--- src/shared/dfi_defs.vh ---
// Purpose: constants for the decrement file instruction slice
// Assumes: one quarter-cycle per clk edge at 200 MHz
// Notes:   bus offsets and opcode fields are defined here; the checker and bench repeat them as literals
`ifndef DFI_DEFS_VH
`define DFI_DEFS_VH

// ****************************************
// instruction word layout
// ****************************************
`define DFI_IW_W        14
`define DFI_OPC_HI      13
`define DFI_OPC_LO      8
`define DFI_DEST_BIT    7
`define DFI_FADDR_HI    6
`define DFI_OPC_DEC     6'h03
`define DFI_OPC_DSZ     6'h0b
`define DFI_NOP_WORD    14'h0000

// ****************************************
// quarter-cycle timing
// ****************************************
`define DFI_CLK_NS      5
`define DFI_QTR_NS      5
`define DFI_QTR_CYC     (`DFI_QTR_NS / `DFI_CLK_NS)
`define DFI_Q1          2'h0
`define DFI_Q2          2'h1
`define DFI_Q3          2'h2
`define DFI_Q4          2'h3

// ****************************************
// register bus map
// ****************************************
`define DFI_AW          8
`define DFI_FILE_N      128
`define DFI_A_WREG      8'h80
`define DFI_A_STAT      8'h81
`define DFI_A_CTRL      8'h82
`define DFI_A_STATE     8'h83
`define DFI_A_PCL       8'h84
`define DFI_A_PCH       8'h85

// status bits
`define DFI_ST_C        0
`define DFI_ST_DC       1
`define DFI_ST_Z        2
`define DFI_PC_W        13
`define DFI_PC_RST      13'h0000
`define DFI_BYTE_RST    8'h00
`define DFI_BYTE_ONE    8'h01

`endif

--- src/hdl/dfi_decode.v ---
// Purpose: split an instruction word into decrement controls
// Assumes: flush marks a fetched word that must run as a no-op
// Notes:   every other opcode decodes to no action here
`timescale 1ns/1ps
`include "dfi_defs.vh"

module dfi_decode (
  input  wire [13:0] ir,
  input  wire        flush,
  output wire        is_dec,
  output wire        is_skip,
  output wire        dest_file,
  output wire [6:0]  file_addr
);

  // ****************************************
  // opcode match
  // ****************************************
  wire [5:0] opc;
  wire       live;

  assign opc       = ir[`DFI_OPC_HI:`DFI_OPC_LO];
  // a flushed word is a bubble, whatever its bits say
  assign live      = ~flush;
  assign is_dec    = live & (opc == `DFI_OPC_DEC);
  assign is_skip   = live & (opc == `DFI_OPC_DSZ);
  assign dest_file = ir[`DFI_DEST_BIT];
  assign file_addr = ir[`DFI_FADDR_HI:0];

endmodule // dfi_decode

--- src/hdl/dfi_regfile.v ---
// Purpose: 128 byte file register store in flip-flops
// Assumes: one write port, two combinational read ports
// Notes:   caller arbitrates the single write port
`timescale 1ns/1ps
`include "dfi_defs.vh"

module dfi_regfile (
  input  wire       clk,
  input  wire       nrst,
  input  wire       we,
  input  wire [6:0] waddr,
  input  wire [7:0] wdata,
  input  wire [6:0] raddr_a,
  output wire [7:0] rdata_a,
  input  wire [6:0] raddr_b,
  output wire [7:0] rdata_b
);

  // ****************************************
  // storage
  // ****************************************
  reg [7:0] mem [0:`DFI_FILE_N-1];

  // one write-enabled byte per entry
  genvar i;
  generate
    for (i = 0; i < `DFI_FILE_N; i = i + 1) begin : g_ent
      always @(posedge clk or negedge nrst) begin
        if (!nrst) begin
          mem[i] <= `DFI_BYTE_RST;
        end else if (we && ({25'h000_0000, waddr} == i)) begin
          mem[i] <= wdata;
        end
      end
    end
  endgenerate

  // read ports by index
  assign rdata_a = mem[raddr_a];
  assign rdata_b = mem[raddr_b];

endmodule // dfi_regfile

--- src/hdl/dfi_core.v ---
// Purpose: execute slice for the decrement file instructions
// Assumes: program word arrives in step with fetch_strobe
// Notes:   four clk edges make one instruction cycle
//
// How it works
// - opcode 000011 decodes; d bit, 7-bit address
// - d=0 puts file value minus one in W
// - d=1 writes decremented value back to file
// - only zero flag changes; carry bits kept
// - one word, one cycle over four quarters
// - skip variant skips next word on zero
// - skipped word runs as no-op, two cycles
`timescale 1ns/1ps
`include "dfi_defs.vh"

module dfi_core (
  input  wire        clk,
  input  wire        nrst,
  // program memory side
  output wire [12:0] prog_addr,
  input  wire [13:0] instr_word,
  output wire        fetch_strobe,
  // register bus
  input  wire [7:0]  addr,
  input  wire [7:0]  wdata,
  input  wire        wr,
  input  wire        rd,
  output reg  [7:0]  rdata,
  // live state
  output wire [7:0]  w_out,
  output wire        zero_flag,
  output wire        skip_active
);

  // ****************************************
  // instruction cycle at a glance
  // ****************************************
  // one instruction cycle is four clk periods, one per quarter
  // in Q1 the word in ir is decoded; a flushed word decodes to nothing
  // in Q2 the addressed file byte is copied into operand
  // in Q3 operand minus one is held in result
  // in Q4 result lands in W or the file, and Z follows it;
  //   the next word is latched and pc steps by one
  //
  // why separate operand and result registers:
  //   the file read port is combinational, so holding the
  //   byte in Q2 keeps the subtract away from a bus write
  //   that may land on the same entry in Q3
  //
  // skip handling:
  //   the following word is already in flight at the Q4
  //   edge that learns the result, so it is not refetched;
  //   flush marks it instead and it runs as a bubble for
  //   one whole cycle, which gives the two-cycle cost
  //
  // bus arbitration:
  //   in a live decrement's Q4 the core owns the file write port or W;
  //   software writes that meet it there are dropped,
  //   so software should halt the core before poking
  //   registers that the program is using
  //
  // reset:
  //   everything clears, ir holds a no-op word and the
  //   core stays halted until software sets run
  //
  // limitations:
  //   no other opcode does anything; fetch is a plain
  //   counter with no branch, stack or interrupt;
  //   clearing run parks the phase at Q1 and abandons
  //   any half-done cycle
  //

  // ****************************************
  // state
  // ****************************************
  reg  [1:0]  qph;        // quarter-cycle phase
  reg  [13:0] ir;         // word under execution
  reg         flush;      // ir is a skipped word
  reg  [12:0] pc;
  reg  [7:0]  wreg;
  reg  [7:0]  operand;    // latched in Q2
  reg  [7:0]  result;     // formed in Q3
  reg         flag_c;
  reg         flag_dc;
  reg         flag_z;
  reg         run;
  reg         last_dec;   // last executed word was a live decrement; a bubble clears it

  reg  [1:0]  next_qph;
  reg         next_flush;

  wire        is_dec;
  wire        is_skip;
  wire        dest_file;
  wire [6:0]  file_addr;
  wire        any_dec;
  wire [7:0]  file_rd;
  wire [7:0]  bus_file_rd;
  wire        q4;
  wire        core_wf;
  wire        core_ww;
  wire        bus_wf;
  wire        rf_we;
  wire [6:0]  rf_waddr;
  wire [7:0]  rf_wdata;
  wire [7:0]  dec_val;
  wire        dec_zero;

  // ****************************************
  // decode and file store
  // ****************************************
  dfi_decode u_dec (
    .ir        (ir),
    .flush     (flush),
    .is_dec    (is_dec),
    .is_skip   (is_skip),
    .dest_file (dest_file),
    .file_addr (file_addr)
  );

  dfi_regfile u_rf (
    .clk     (clk),
    .nrst    (nrst),
    .we      (rf_we),
    .waddr   (rf_waddr),
    .wdata   (rf_wdata),
    .raddr_a (file_addr),
    .rdata_a (file_rd),
    .raddr_b (addr[6:0]),
    .rdata_b (bus_file_rd)
  );

  // ****************************************
  // quarter-cycle sequencer
  // ****************************************
  assign q4      = run && (qph == `DFI_Q4);
  assign any_dec = is_dec | is_skip;

  // phase walks Q1..Q4 while running, parks at Q1 when halted
  always @* begin
    next_qph = qph;
    if (!run) begin
      next_qph = `DFI_Q1;
    end else begin
      case (qph)
        `DFI_Q1: next_qph = `DFI_Q2;
        `DFI_Q2: next_qph = `DFI_Q3;
        `DFI_Q3: next_qph = `DFI_Q4;
        `DFI_Q4: next_qph = `DFI_Q1;
        default: next_qph = `DFI_Q1;
      endcase
    end
  end

  always @(posedge clk or negedge nrst) begin
    if (!nrst) begin
      qph <= `DFI_Q1;
    end else begin
      qph <= next_qph;
    end
  end

  // ****************************************
  // datapath: read Q2, subtract Q3
  // ****************************************
  // wraps modulo 256 so zero becomes FF
  assign dec_val  = operand - `DFI_BYTE_ONE;
  assign dec_zero = (result == `DFI_BYTE_RST);

  always @(posedge clk or negedge nrst) begin
    if (!nrst) begin
      operand <= `DFI_BYTE_RST;
      result  <= `DFI_BYTE_RST;
    end else begin
      if (run && (qph == `DFI_Q2)) begin
        operand <= file_rd;
      end
      if (run && (qph == `DFI_Q3)) begin
        result <= dec_val;
      end
    end
  end

  // ****************************************
  // destination write in Q4
  // ****************************************
  assign core_wf = q4 && any_dec && dest_file;
  assign core_ww = q4 && any_dec && !dest_file;
  // core owns the port in its Q4; a colliding bus write is lost
  assign bus_wf  = wr && !addr[7] && !core_wf;

  assign rf_we    = core_wf | bus_wf;
  assign rf_waddr = core_wf ? file_addr : addr[6:0];
  assign rf_wdata = core_wf ? result : wdata;

  // working register: core result first, else bus
  always @(posedge clk or negedge nrst) begin
    if (!nrst) begin
      wreg <= `DFI_BYTE_RST;
    end else if (core_ww) begin
      wreg <= result;
    end else if (wr && (addr == `DFI_A_WREG)) begin
      wreg <= wdata;
    end
  end

  // ****************************************
  // status flags
  // ****************************************
  // carry bits only ever move by software
  always @(posedge clk or negedge nrst) begin
    if (!nrst) begin
      flag_c  <= 1'b0;
      flag_dc <= 1'b0;
      flag_z  <= 1'b0;
    end else begin
      if (wr && (addr == `DFI_A_STAT)) begin
        flag_c  <= wdata[`DFI_ST_C];
        flag_dc <= wdata[`DFI_ST_DC];
      end
      // hardware update beats a same-cycle software write
      if (q4 && any_dec) begin
        flag_z <= dec_zero;
      end else if (wr && (addr == `DFI_A_STAT)) begin
        flag_z <= wdata[`DFI_ST_Z];
      end
    end
  end

  // ****************************************
  // fetch pipeline and skip
  // ****************************************
  // the next word is already fetched when the result is known,
  // so a skip turns it into a bubble instead of moving pc twice
  always @* begin
    next_flush = flush;
    if (q4) begin
      next_flush = is_skip && dec_zero;
    end
  end

  always @(posedge clk or negedge nrst) begin
    if (!nrst) begin
      ir    <= `DFI_NOP_WORD;
      flush <= 1'b0;
      pc    <= `DFI_PC_RST;
    end else begin
      flush <= next_flush;
      if (q4) begin
        ir <= instr_word;
        pc <= pc + 13'h0001;
      end else if (wr && (addr == `DFI_A_PCL)) begin
        pc <= {pc[12:8], wdata};
      end else if (wr && (addr == `DFI_A_PCH)) begin
        pc <= {wdata[4:0], pc[7:0]};
      end
    end
  end

  assign prog_addr    = pc;
  assign fetch_strobe = q4;

  // ****************************************
  // control and observation
  // ****************************************
  always @(posedge clk or negedge nrst) begin
    if (!nrst) begin
      run      <= 1'b0;
      last_dec <= 1'b0;
    end else begin
      if (wr && (addr == `DFI_A_CTRL)) begin
        run <= wdata[0];
      end
      if (q4) begin
        last_dec <= any_dec;
      end
    end
  end

  // ****************************************
  // register bus read, one cycle late
  // ****************************************
  // data stand only in the cycle after the strobe
  always @(posedge clk or negedge nrst) begin
    if (!nrst) begin
      rdata <= `DFI_BYTE_RST;
    end else if (!rd) begin
      rdata <= `DFI_BYTE_RST;
    end else if (!addr[7]) begin
      rdata <= bus_file_rd;
    end else begin
      case (addr)
        `DFI_A_WREG:  rdata <= wreg;
        `DFI_A_STAT:  rdata <= {5'h00, flag_z, flag_dc, flag_c};
        `DFI_A_CTRL:  rdata <= {7'h00, run};
        `DFI_A_STATE: rdata <= {4'h0, last_dec, flush, qph};
        `DFI_A_PCL:   rdata <= pc[7:0];
        `DFI_A_PCH:   rdata <= {3'h0, pc[12:8]};
        default:      rdata <= `DFI_BYTE_RST;
      endcase
    end
  end

  assign w_out       = wreg;
  assign zero_flag   = flag_z;
  assign skip_active = flush;

endmodule // dfi_core

--- config.mk ---
export PLATFORM = sky130hd
export DESIGN_NAME = dfi_core
export DESIGN_NICKNAME = d
export VERILOG_FILES = /design/src/hdl/dfi_decode.v /design/src/hdl/dfi_regfile.v /design/src/hdl/dfi_core.v
export VERILOG_INCLUDE_DIRS = /design/src /design/src/shared
export SDC_FILE = /design/constraint.sdc
export NUM_CORES = 2
export LEC_CHECK = 0
export BUFFER_PORTS_ARGS = -buffer_cell sky130_fd_sc_hd__buf_4
export CORE_MARGIN = 10
export CORE_UTILIZATION = 35
export CTS_CLUSTER_SIZE = 40
export DETAILED_ROUTE_END_ITERATION = 7
export SYNTH_ARGS = -nofsm -noshare
export SYNTH_HDL_FRONTEND = slang
export SYNTH_HIERARCHICAL = 1
export SYNTH_SLANG_ARGS = --single-unit
--- constraint.sdc ---
create_clock -name clk -period 3.33 [get_ports clk]
set_input_delay 0.666 -clock clk [delete_from_list [all_inputs] [get_ports clk]]
set_output_delay 0.666 -clock clk [all_outputs]
set_load 0.005 [all_outputs]
==> impl_metrics.env <==
export IMPL_outcome="complete, but fails checks"
export IMPL_violations="setup timing"
export IMPL_maxCapViolCount=0
export IMPL_synth_top_area_share_pct=46.98
export IMPL_tightest_slew_ns=0.7742
export IMPL_cts_tree="built"
export IMPL_postRouteAntennaNets=0
export IMPL_die_height_um=427.5
export IMPL_synthDistinctLibCells=63
export IMPL_start_util_pct=35.22
export IMPL_min_delay_path_depth=3
export IMPL_synth_area_leaders="dfrtp_1 (47%), mux4_2 (26%), mux2_2 (21%), clkbuf_1 (1.4%), nand2_1 (0.83%)"
export IMPL_wl_met2_um=87120
export IMPL_layout_commonest_cell="dfrtp_1"
export IMPL_grt_max_degree=129
export IMPL_cp_top_family="simple AND/OR/NAND/NOR gates"
export IMPL_gp_congestion=0.8608
export IMPL_cts_clk_slew_worst_paths_ns=0.06
export IMPL_design_area_um2=71010
export IMPL_muxShareOfSynthArea_pct=47.25
export IMPL_min_period_over_period_pct=101.4
export IMPL_arrival_ns=4.01
export IMPL_maxSlewHeadroom_pct=48.39
export IMPL_synth_xor_area_share_pct=0.09044
export IMPL_pwr_density_cell_nw_per_um2=453.6
export IMPL_setup_viol=67
export IMPL_cp_slowest_stage_delay_ns=0.58
export IMPL_synth_top_family_by_area="multiplexers"
export IMPL_synth_compound_area_share_pct=0.6826
export IMPL_n_fill_cell=14526
export IMPL_wl_met1_um=75320
export IMPL_grt_overflow=0
export IMPL_syn_avg_cell_area_um2=16.31
export IMPL_ys_ff_latch=1091
export IMPL_dieArea_um2=182700
export IMPL_multiInputGateArea_um2=30080
export IMPL_vias=35965
export IMPL_path_depth=11
export IMPL_place_area_um2=66030
export IMPL_rows=149
export IMPL_ys_seq_area_share_pct=46.98
export IMPL_yosysTopAreaCell="dfrtp_1"
export IMPL_grtUsageTotal_pct=19.82
export IMPL_ys_flop_type="dfrtp_1"
export IMPL_peakVddDrop_uv=416.9
export IMPL_max_freq_ghz=0.2961
export IMPL_cts_root_buf="clkbuf_16"
export IMPL_area_growth_pct=22.21
export IMPL_ios=66
export IMPL_drtIter0Drc=2955
export IMPL_p_leak_nw=32.07
export IMPL_layout_common_cells="dfrtp_1 (1,087), mux2_2 (1,021), mux4_2 (673)"
export IMPL_clk_path_buf_depth=3
export IMPL_grt_pass1_vias=37602
export IMPL_critPathCaptureType="flop"
export IMPL_cp_slowest_cell="or4_4"
export IMPL_wirelength_um=180700
export IMPL_cp_required_ns=3.96
export IMPL_synth_simple_area_share_pct=2.489
export IMPL_cts_buffers=117
export IMPL_dr_pass1_iters=5
export IMPL_drcViolationCount=0
export IMPL_avgViaCountPerCell=5.844
export IMPL_drive_above_1_share_pct=64.20
export IMPL_reg2reg_depth=11
export IMPL_regArea_um2=27320
export IMPL_portBuffers=65
export IMPL_hpwl_um=124200
export IMPL_die_w_um=427.5
export IMPL_rsz0062_at_grt="yes"
export IMPL_grt_pass1_wl_um=270300
export IMPL_worst_slack_ns=-0.04727
export IMPL_coreArea_um2=165000
export IMPL_cp_cell_sequence="or4_4 -> nor3_4 -> o211ai_1 -> buf_6 -> mux2_4 -> or3b_4 -> or2_4 -> buf_12 -> nor2_4 -> buf_12 -> mux2_4"
export IMPL_crit_type="flop to flop"
export IMPL_yosys_warnings=6
export IMPL_synth_nets=3603
export IMPL_syn_inst=3563
export IMPL_total_power_w=0.03221
export IMPL_clkLatencyLatePin_ns=0.76
export IMPL_synthArstFlopShare_pct=100.0
export IMPL_nets=3901
export IMPL_synthAdderAreaFrac_pct=0.1292
export IMPL_crit_buf_inv=3
export IMPL_synth_edf_count=0
export IMPL_hp_class="input port to flop"
export IMPL_dr_wl_met3_um=10130
export IMPL_top_layer_used="met4"
export IMPL_clock_sinks=1091
export IMPL_cts_htree_levels=3
export IMPL_wire_per_inst_um=29.37
export IMPL_antenna_found_initial=13
export IMPL_worst_setup_path_start_kind="flop"
export IMPL_final_hold_viol_count=0
export IMPL_dp_slack_ns=-0.4888
export IMPL_fin_util_pct=43.04
export IMPL_fin_skew_ns=0.03272
export IMPL_synth_area_um2=58110
export IMPL_drv_slew=0
export IMPL_fin_hold_ws_ns=0.09819
export IMPL_crit_path_max_fanout=9
export IMPL_fin_crit_ns=3.377
==> worst paths after layout <==
kind                            slack (ns)             to          start
worst max-delay path                 -0.05  u_rf/mem[610]    skip_active
worst min-delay path                   0.1          ir[9]  instr_word[9]
worst max register to register       -0.05  u_rf/mem[610]    skip_active
worst min register to register        0.48       last_dec       last_dec
max in group asynchronous             1.74  u_rf/mem[608]           nrst
min in group asynchronous             0.47   prog_addr[5]           nrst
==> layer usage <==
metal	up-vias	global-route usage, %
met1	19838	26.54
li1	14613	-
met4	0	8.257
met2	1163	31.96
met3	351	3.287
met5	-	0
==> Yosys cell counts (7+ instances only) <==
| library cell | instances |
|---|---|
| buf_4 | 26 |
| nand2_1 | 129 |
| buf_1 | 35 |
| clkbuf_1 | 212 |
| mux2_2 | 1083 |
| buf_2 | 36 |
| nand3_1 | 16 |
| inv_1 | 14 |
| a21oi_1 | 8 |
| and2_1 | 7 |
| o22ai_1 | 8 |
| o21ai_0 | 12 |
| nor2b_1 | 8 |
| mux4_2 | 673 |
| dfrtp_1 | 1091 |
| nor2_1 | 94 |
| mux2i_1 | 9 |
==> through the flow <==
stage | setup TNS [ns] | std cells
floorplan | -11.54 | 3563
global placement | -66.08 | 5927
detailed placement | -60.43 | 5927
CTS | -10.55 | 6153
global route | -40.24 | 6153
finish | -0.9703 | 6154
==> what timing repair did <==
action	in CTS	in global routing
buffers inserted	3	0
hold buffers	1	0
pin swaps	0	4
endpoints found under the setup margin	828	1005
endpoints found under the hold margin	38	0
gates resized for setup	72	66
==> kinds of logic after synthesis <==
logic type                 after synthesis
AOI/OAI and AO/OA                       58
and+or+nand+nor                        310
muxes                                 1766
DFF                                   1091
buffers and inverters                  326
xor gates and xnor gates                 6
adders and majority gates                6
==> flip-flops by register name (all words and copies together), names as in the netlist <==
signal	flops
zero_flag	1
operand	8
result	8
run	1
flag_dc	1
last_dec	1
rdata	8
qph	2
skip_active	1
u_rf/mem	1024
flag_c	1
ir	14
prog_addr	13
w_out	8
==> cell type report <==
| cell class | count | area share (%) |
|---|---|---|
| Timing Repair Buffer | 491 | 8.993 |
| Antenna cell | 1 | 0.003524 |
| Inverter | 14 | 0.07400 |
| Clock inverter | 60 | 1.392 |
| Multi-Input combinational cell | 2146 | 42.36 |
| Sequential cell | 1091 | 38.47 |
| Clock buffer | 162 | 4.858 |
| Tap cell | 2189 | 3.857 |
==> where the power goes <==
part	internal (W)	switching [W]	leakage, nW
sequential	0.0139	0.000495	14.9
combinational	0.00157	0.00137	14.9
clock	0.00910	0.00581	2.19
==> worst min-delay path: cells and delay by family <==
kind | cells | cell delay, ns
AND/OR/NAND/NOR | 2 | 0.09
buffers and inverters | 1 | 0.08
No activity file was read; power rests on OpenSTA's default activity.
